--- src/hdl/ptu_regs.vh ---
// Register map, field positions, reset values and divider taps of the tick unit
`ifndef PTU_REGS_VH
`define PTU_REGS_VH

// Byte offsets on the Avalon slave
`define PTU_OFS_CONTROL   4'h0
`define PTU_OFS_STATUS    4'h4
`define PTU_OFS_MASK      4'h8
`define PTU_OFS_COUNT     4'hC
`define PTU_ADDR_W        4

// Fields of timebase_control
`define PTU_BIT_ENABLE    1
`define PTU_BIT_IRQ_EN    2
`define PTU_BIT_ACK       3
`define PTU_RATE_LSB      4
`define PTU_RATE_MSB      6
`define PTU_BIT_FLAG      7
`define PTU_CONTROL_RST   8'h00

// Fields of interrupt status and mask
`define PTU_ST_TICK       0
`define PTU_ST_BLOCKED    1
`define PTU_ST_MISSED     2
`define PTU_ST_W          3
`define PTU_STATUS_RST    3'h0
`define PTU_MASK_RST      3'h0

// Divider chain and intended source rate
`define PTU_STAGES        15
`define PTU_TAP_W         4
`define PTU_SRC_HZ        32768

// Tap bit per rate code; the tap rises first after half a period
`define PTU_TAP_R0        4'hE
`define PTU_TAP_R1        4'hC
`define PTU_TAP_R2        4'hA
`define PTU_TAP_R3        4'h6
`define PTU_TAP_R4        4'h5
`define PTU_TAP_R5        4'h4
`define PTU_TAP_R6        4'h3
`define PTU_TAP_R7        4'h2

`endif

--- src/hdl/ptu_periodic_tick_unit.v ---
// Periodic tick unit: divider control, tick flag and Avalon register slave
//
// Functional notes
// RULE_01 - Enable clear holds divider at zero
// RULE_02 - Enable set starts counting source clock edges
// RULE_03 - Selected tap rollover sets flag; not writable
// RULE_04 - Flag and irq enable raise CPU request
// RULE_05 - First flag after enable at half period
// RULE_06 - Later flags exactly one period apart
// RULE_07 - Rate codes divide 32768 down to 8
// RULE_08 - Fifteen stages, eight selectable taps
// RULE_09 - Divider driven by crystal clock, not bus
// RULE_10 - Acknowledge reads zero; one clears flag
// RULE_11 - Irq enable read/write, cleared by reset
// RULE_12 - Enable read/write, reset clears, counter zeroed
// RULE_13 - Software keeps rate fixed while enabled
// RULE_14 - Wait mode keeps counting; register locked
// RULE_15 - Stop mode runs only with oscillator kept
// RULE_16 - Stop without oscillator keeps unit inactive
// RULE_17 - Stop mode blocks register access
// RULE_18 - Flag sticky until acknowledged; request held
//
// The address map and the Avalon-MM slave port were chosen for this implementation.
`timescale 1ns/1ps
`include "ptu_regs.vh"

module ptu_periodic_tick_unit #(
    parameter STAGES = `PTU_STAGES
) (
    input  wire                   clk_sys,
    input  wire                   reset,
    input  wire [`PTU_ADDR_W-1:0] avs_address,
    input  wire                   avs_read,
    input  wire                   avs_write,
    input  wire [31:0]            avs_writedata,
    input  wire [3:0]             avs_byteenable,
    output wire [31:0]            avs_readdata,
    output wire                   avs_waitrequest,
    input  wire                   crystal_input,
    input  wire                   wait_mode,
    input  wire                   stop_mode,
    input  wire                   oscillator_run_in_stop,
    output wire                   tick_irq_request,
    output wire                   stop_wakeup,
    output wire                   irq
);

    // Rate code to tap stage; the tap rises after half the division
    function [`PTU_TAP_W-1:0] tap_index;
        input [2:0] rate;
        begin
            case (rate)
                3'h0:    tap_index = `PTU_TAP_R0;
                3'h1:    tap_index = `PTU_TAP_R1;
                3'h2:    tap_index = `PTU_TAP_R2;
                3'h3:    tap_index = `PTU_TAP_R3;
                3'h4:    tap_index = `PTU_TAP_R4;
                3'h5:    tap_index = `PTU_TAP_R5;
                3'h6:    tap_index = `PTU_TAP_R6;
                default: tap_index = `PTU_TAP_R7;
            endcase
        end
    endfunction

    // Pack control fields into the readable byte
    function [7:0] control_image;
        input       flag;
        input [2:0] rate;
        input       irq_en;
        input       enable;
        begin
            control_image                                  = 8'h00;
            control_image[`PTU_BIT_FLAG]                   = flag;
            control_image[`PTU_RATE_MSB:`PTU_RATE_LSB]     = rate;
            control_image[`PTU_BIT_IRQ_EN]                 = irq_en;
            control_image[`PTU_BIT_ENABLE]                 = enable;
            control_image[`PTU_BIT_ACK]                    = 1'b0;
        end
    endfunction

    // Control state
    reg                   enable_reg;
    reg                   enable_next;
    reg                   irq_en_reg;
    reg                   irq_en_next;
    reg  [2:0]            rate_reg;
    reg  [2:0]            rate_next;
    reg                   flag_reg;
    reg                   flag_next;

    // Interrupt status and mask
    reg  [`PTU_ST_W-1:0]  status_reg;
    reg  [`PTU_ST_W-1:0]  status_next;
    reg  [`PTU_ST_W-1:0]  mask_reg;
    reg  [`PTU_ST_W-1:0]  mask_next;

    // Bus handshake and read data
    reg                   resp_reg;
    wire                  resp_next;
    reg  [31:0]           rdata_reg;
    reg  [31:0]           rdata_next;

    // Source clock edge detection
    reg                   src_prev_reg;
    wire                  src_rise;

    // Decoded strobes
    wire                  bus_req;
    wire                  bus_fire;
    wire                  locked;
    wire                  wr_fire;
    wire                  blocked_fire;
    wire                  sel_control;
    wire                  sel_status;
    wire                  sel_mask;
    wire                  sel_count;
    wire [7:0]            wbyte;
    wire                  ack_write;
    wire                  osc_alive;
    wire                  div_run;
    wire                  div_clear;
    wire                  tap_event;
    wire [STAGES-1:0]     div_count;
    wire [`PTU_ST_W-1:0]  status_set;
    wire [`PTU_ST_W-1:0]  status_clr;

    // Previous crystal level; input is already synchronous
    always @(posedge clk_sys or posedge reset) begin
        if (reset) begin
            src_prev_reg <= 1'b0;
        end else begin
            src_prev_reg <= crystal_input;
        end
    end

    // Only crystal edges advance the chain, never the bus clock
    assign src_rise = crystal_input & ~src_prev_reg; // RULE_09

    // Without the oscillator kept alive in stop, the chain freezes
    assign osc_alive = ~stop_mode | oscillator_run_in_stop; // RULE_15 RULE_16

    // Wait mode leaves the chain running
    assign div_run   = enable_reg & src_rise & osc_alive; // RULE_02 RULE_14

    // Disabled unit keeps every stage at zero
    assign div_clear = ~enable_reg; // RULE_01

    // Divider chain, tap picked by rate code
    ptu_divider #(
        .STAGES (STAGES),
        .TAP_W  (`PTU_TAP_W)
    ) u_divider (
        .clk_sys   (clk_sys),
        .reset     (reset),
        .run       (div_run),
        .clear     (div_clear),
        .tap_sel   (tap_index(rate_reg)), // RULE_07 RULE_08
        .count     (div_count),
        .tap_event (tap_event)
    );
    // Counting from zero, tap bit rises at half period, then every
    // full period; hence first tick early, later ticks exact
    // RULE_05 RULE_06

    // Two-phase slave: request seen, then answered next cycle
    assign bus_req         = avs_read | avs_write;
    assign resp_next       = bus_req & ~resp_reg;
    assign avs_waitrequest = bus_req & ~resp_reg;
    assign bus_fire        = bus_req & resp_reg;

    // Handshake phase
    always @(posedge clk_sys or posedge reset) begin
        if (reset) begin
            resp_reg <= 1'b0;
        end else begin
            resp_reg <= resp_next;
        end
    end

    // Low-power modes shut the CPU out of the register
    assign locked       = wait_mode | stop_mode; // RULE_14 RULE_17
    assign blocked_fire = bus_fire & locked;

    // Address decode on byte offsets
    assign sel_control = (avs_address == `PTU_OFS_CONTROL);
    assign sel_status  = (avs_address == `PTU_OFS_STATUS);
    assign sel_mask    = (avs_address == `PTU_OFS_MASK);
    assign sel_count   = (avs_address == `PTU_OFS_COUNT);

    // All writable fields live in byte lane 0
    assign wr_fire = avs_write & bus_fire & ~locked & avs_byteenable[0];
    assign wbyte   = avs_writedata[7:0];

    // Acknowledge is a pure write action
    assign ack_write = wr_fire & sel_control & wbyte[`PTU_BIT_ACK]; // RULE_10

    // Control field updates
    always @* begin
        enable_next = enable_reg;
        irq_en_next = irq_en_reg;
        rate_next   = rate_reg;
        if (wr_fire && sel_control) begin
            enable_next = wbyte[`PTU_BIT_ENABLE]; // RULE_12
            irq_en_next = wbyte[`PTU_BIT_IRQ_EN]; // RULE_11
            // Rate is taken as written; changing it while running is
            // the caller's fault and may skip or double a tick
            rate_next   = wbyte[`PTU_RATE_MSB:`PTU_RATE_LSB]; // RULE_13
        end
    end

    // Flag: hardware set beats acknowledge in the same cycle
    always @* begin
        flag_next = flag_reg;
        if (tap_event) begin
            flag_next = 1'b1; // RULE_03 RULE_18
        end else if (ack_write) begin
            flag_next = 1'b0; // RULE_10
        end
    end

    // Control registers
    always @(posedge clk_sys or posedge reset) begin
        if (reset) begin
            enable_reg <= 1'b0; // RULE_12
            irq_en_reg <= 1'b0; // RULE_11
            rate_reg   <= 3'h0;
            flag_reg   <= 1'b0;
        end else begin
            enable_reg <= enable_next;
            irq_en_reg <= irq_en_next;
            rate_reg   <= rate_next;
            flag_reg   <= flag_next;
        end
    end

    // Events: tick, locked access, tick while flag still pending
    assign status_set[`PTU_ST_TICK]    = tap_event;
    assign status_set[`PTU_ST_BLOCKED] = blocked_fire;
    assign status_set[`PTU_ST_MISSED]  = tap_event & flag_reg;

    // Write one to clear; zeros leave bits alone
    assign status_clr = (wr_fire & sel_status) ?
                        wbyte[`PTU_ST_W-1:0] : {`PTU_ST_W{1'b0}};

    // Sticky status, set wins over clear
    always @* begin
        status_next = (status_reg & ~status_clr) | status_set;
    end

    // Mask register
    always @* begin
        mask_next = mask_reg;
        if (wr_fire && sel_mask) begin
            mask_next = wbyte[`PTU_ST_W-1:0];
        end
    end

    // Status and mask state
    always @(posedge clk_sys or posedge reset) begin
        if (reset) begin
            status_reg <= `PTU_STATUS_RST;
            mask_reg   <= `PTU_MASK_RST;
        end else begin
            status_reg <= status_next;
            mask_reg   <= mask_next;
        end
    end

    // Read data captured in the waiting cycle, valid when answered
    always @* begin
        rdata_next = rdata_reg;
        if (avs_read && !resp_reg) begin
            rdata_next = 32'h0000_0000;
            if (!locked) begin
                if (sel_control) begin
                    rdata_next[7:0] = control_image(flag_reg, rate_reg,
                                                    irq_en_reg, enable_reg);
                end else if (sel_status) begin
                    rdata_next[`PTU_ST_W-1:0] = status_reg;
                end else if (sel_mask) begin
                    rdata_next[`PTU_ST_W-1:0] = mask_reg;
                end else if (sel_count) begin
                    rdata_next[STAGES-1:0] = div_count;
                end
            end
        end
    end

    // Read data register
    always @(posedge clk_sys or posedge reset) begin
        if (reset) begin
            rdata_reg <= 32'h0000_0000;
        end else begin
            rdata_reg <= rdata_next;
        end
    end

    assign avs_readdata = rdata_reg;

    // Request stays up as long as flag and irq enable both hold
    assign tick_irq_request = flag_reg & irq_en_reg; // RULE_04 RULE_18

    // Periodic wakeup path out of stop
    assign stop_wakeup = tick_irq_request & stop_mode & oscillator_run_in_stop; // RULE_15

    // System interrupt level from unmasked sticky bits
    assign irq = |(status_reg & mask_reg);

endmodule // ptu_periodic_tick_unit

--- src/hdl/ptu_divider.v ---
// Fifteen stage divider chain with a selectable rising-tap strobe
`timescale 1ns/1ps
module ptu_divider #(
    parameter STAGES = 15,
    parameter TAP_W  = 4
) (
    input  wire              clk_sys,
    input  wire              reset,
    input  wire              run,
    input  wire              clear,
    input  wire [TAP_W-1:0]  tap_sel,
    output wire [STAGES-1:0] count,
    output wire              tap_event
);

    reg  [STAGES-1:0] count_reg;
    wire [STAGES-1:0] count_next;
    wire [STAGES-1:0] count_plus;

    // Increment wraps across all stages
    assign count_plus = count_reg + {{(STAGES-1){1'b0}}, 1'b1};

    // Clear dominates so a disabled chain never drifts
    assign count_next = clear ? {STAGES{1'b0}} :
                        run   ? count_plus : count_reg;

    // Chain state
    always @(posedge clk_sys or posedge reset) begin
        if (reset) begin
            count_reg <= {STAGES{1'b0}};
        end else begin
            count_reg <= count_next;
        end
    end

    // Strobe when the chosen stage goes from zero to one
    assign tap_event = run & ~clear & ~count_reg[tap_sel] & count_plus[tap_sel];
    assign count     = count_reg;

endmodule // ptu_divider

--- config.mk ---
export PLATFORM = sky130hd
export DESIGN_NAME = ptu_periodic_tick_unit
export DESIGN_NICKNAME = d
export VERILOG_FILES = /design/src/hdl/ptu_periodic_tick_unit.v /design/src/hdl/ptu_divider.v
export VERILOG_INCLUDE_DIRS = /design/src /design/src/hdl
export SDC_FILE = /design/constraint.sdc
export NUM_CORES = 1
export LEC_CHECK = 0
export ABC_CLOCK_PERIOD_IN_PS = 3200
export BUFFER_PORTS_ARGS = -buffer_cell sky130_fd_sc_hd__buf_2
export CELL_PAD_IN_SITES_DETAIL_PLACEMENT = 0
export CELL_PAD_IN_SITES_GLOBAL_PLACEMENT = 1
export CORE_MARGIN = 2
export CORE_UTILIZATION = 40
export CTS_BUF_LIST = sky130_fd_sc_hd__clkbuf_8 sky130_fd_sc_hd__clkbuf_16
export DETAILED_ROUTE_END_ITERATION = 16
export MAX_ROUTING_LAYER = met4
export PLACE_DENSITY = 0.95
export REMOVE_ABC_BUFFERS = 1
export SYNTH_ARGS = -nofsm -noshare
export SYNTH_HDL_FRONTEND = slang
export SYNTH_SLANG_ARGS = --single-unit
--- constraint.sdc ---
create_clock -name clk_sys -period 3.2 [get_ports clk_sys]
set_input_delay 0.32 -clock clk_sys [delete_from_list [all_inputs] [get_ports clk_sys]]
set_output_delay 0.32 -clock clk_sys [all_outputs]
set_load 0.03 [all_outputs]
==> impl_metrics.tcl <==
set metrics [dict create \
    synthesis.area_um2 2460 \
    die_width_um 82.4 \
    final_cell_mix "dfrtp_1, buf_2, nand2_1, o21ai_0, conb_1" \
    busiest_layer "met2" \
    required_ns 3.39 \
    gr-usage-met2_pct 25.4 \
    yosysSeqAreaShare_pct 44.8 \
    synth_edf_count 0 \
    vias_per_cell 5.27 \
    tightest_slew_ns 0.941 \
    ant_nets 0 \
    cts_setup_buffers 0 \
    ys_ff_latch 44 \
    die_area_um2 6790 \
    power.total_uw 1060 \
    grt_util_met3_pct 3.04 \
    cp-start-kind "register" \
    areaGrowthSynthToFinish_pct 10.6 \
    dr.pass1.iters 4 \
    utilization_pct 45.9 \
    hold_path_class "in2reg" \
    fin_crit_sh_pct 68.0 \
    p_leak_uw 0.00128 \
    path_max_fanout 5 \
    hpwl_um 3900 \
    mostFrequentLayoutCell "dfrtp_1" \
    seqCellArea_um2 1100 \
    drv_slew 0 \
    grt_max_degree 25 \
    synth.avg_cell_area_um2 9.65 \
    postCtsResizedCells 0 \
    place_area_um2 2630 \
    drtIter0Drc 130 \
    drt_drc_violations_left 0 \
    wire_per_inst_um 14.2 \
    htree_levels 2 \
    port_buffers 38 \
    core_um2 5920 \
    clockBufferDepth 2 \
    grt_usage_pct 16.3 \
    async_reset_ff_share_pct 100 \
    setup_viol 0 \
    hold_buffers 0 \
    power.density_nw_per_um2 390 \
    yosys_warnings 0 \
    final_layout_size_suffix_gt1_share_pct 22.2 \
    cts-root-buf "clkbuf_8" \
    finalHoldViolations 0 \
    cts_tree "done" \
    grt_pass1_vias 1762 \
    fin_setup_tns_ns 0 \
    fmax_mhz 460 \
    multi_input_area_um2 1200 \
    critPathCaptureType "register" \
    antenna_found_initial 0 \
    ys.flop_type "dfrtp_1" \
    io_pins 84 \
    cts-buffers-inserted 5 \
    chipHeight_um 82.4 \
    rows 28 \
    relSlewSlack_pct 37.2 \
    nets 336 \
    peakVddDrop_mv 0.216 \
    worstPathArrival_ns 2.36 \
    fill_cells 590 \
    place_congestion 0.839 \
    path_clk_slew_ns 0.08 \
    drt_wl_total_um 5150 \
    status "finished clean" \
    grtUsageMet1_pct 21.7 \
    clock_sinks 44 \
    ys_types 49 \
    diodes 0 \
    design_area_um2 2720 \
    grt_first_pass_wirelength_um 8330 \
    layout_min_cycle_time_ns 2.18 \
    rsz0062_at_grt "no" \
    fin_skew_ns 0.00459 \
    netlist_instances 255 \
    cap_violations 0 \
    num_vias 1913 \
    grt_overflow 0 \
    start_util_pct 41.5 \
    clk_latency_ns 0.29 \
    criticalPathCategory "reg2reg" \
]
-- cells in the mapped netlist, types with 7 or more instances --
| cell | number | area [um2] |
|---|---|---|
| a22o_1 | 8 | 70.1 |
| and2_1 | 12 | 75.1 |
| dfrtp_1 | 44 | 1100 |
| mux2_2 | 7 | 78.8 |
| nand2_1 | 25 | 93.8 |
| inv_1 | 10 | 37.5 |
| clkbuf_1 | 7 | 26.3 |
| o21ai_0 | 20 | 100 |
| xnor2_1 | 8 | 70.1 |
| buf_4 | 17 | 128 |
| nor2_1 | 10 | 37.5 |
-- metrics by stage --
step / worst slack, ns / hold WS (ns) / cells
3_5_place_dp: 1.08 / 0.463 / 355
2_1_floorplan: 1.36 / 0.351 / 241
4_1_cts: 1.05 / 0.150 / 363
3_3_place_gp: 1.14 / 0.459 / 355
5_1_grt: 0.859 / 0.150 / 363
6_report: 1.02 / 0.152 / 363
-- worst max-delay path, stage by stage (launching register included) --
cell and delay [ns]:
dfrtp_1 0.42, ha_1 0.25, nand4_2 0.19, nor4_1 0.68
nand4_1 0.21, xnor2_1 0.17, and2_1 0.15
-- cell families after synthesis --
kind of cell    synth area share (%)
compound gates                  16.3
xor+xnor                        3.92
fa+ha+maj                      0.509
buf+inv                         9.00
flops                           44.8
mux                             5.24
other cells                    0.152
simple gates                    20.1
-- path summary, 6_finish.rpt --
kind	end	slack (ns)	from	cells past startpoint
worst min-delay path	src_prev_reg$_DFF_PP0_	0.15	crystal_input	1
worst min register to register	avs_readdata[1]$_DFFE_PP0P_	0.48	avs_readdata[1]$_DFFE_PP0P_	2
max in group asynchronous	avs_readdata[8]$_DFFE_PP0P_	2.16	reset	3
min in group asynchronous	u_divider.count[5]$_DFFE_PP0P_	0.23	reset	2
worst max register to register	u_divider.count[14]$_DFFE_PP0P_	1.02	u_divider.count[0]$_DFFE_PP0P_	6
worst max-delay path	u_divider.count[14]$_DFFE_PP0P_	1.02	u_divider.count[0]$_DFFE_PP0P_	6
-- cell type report --
cell class | instances | area share, %
Multi-Input combinational cell | 187 | 44.0
Clock inverter | 2 | 0.368
Clock buffer | 6 | 3.04
Inverter | 10 | 1.38
Sequential cell | 44 | 40.5
Tap cell | 75 | 3.45
Timing Repair Buffer | 39 | 7.27
-- routing by layer --
layer	vias up	routed length (um)
li1	928	-
met1	926	2380
met5	-	0
met2	52	2450
met3	7	248
met4	0	62
-- power by group --
| part | switching, uW | total [uW] | internal [uW] |
|---|---|---|---|
| Clock | 189 | 362 | 172 |
| Combinational | 84.9 | 119 | 34.3 |
| Sequential | 14.4 | 579 | 564 |
No activity file was read; power rests on OpenSTA's default activity.
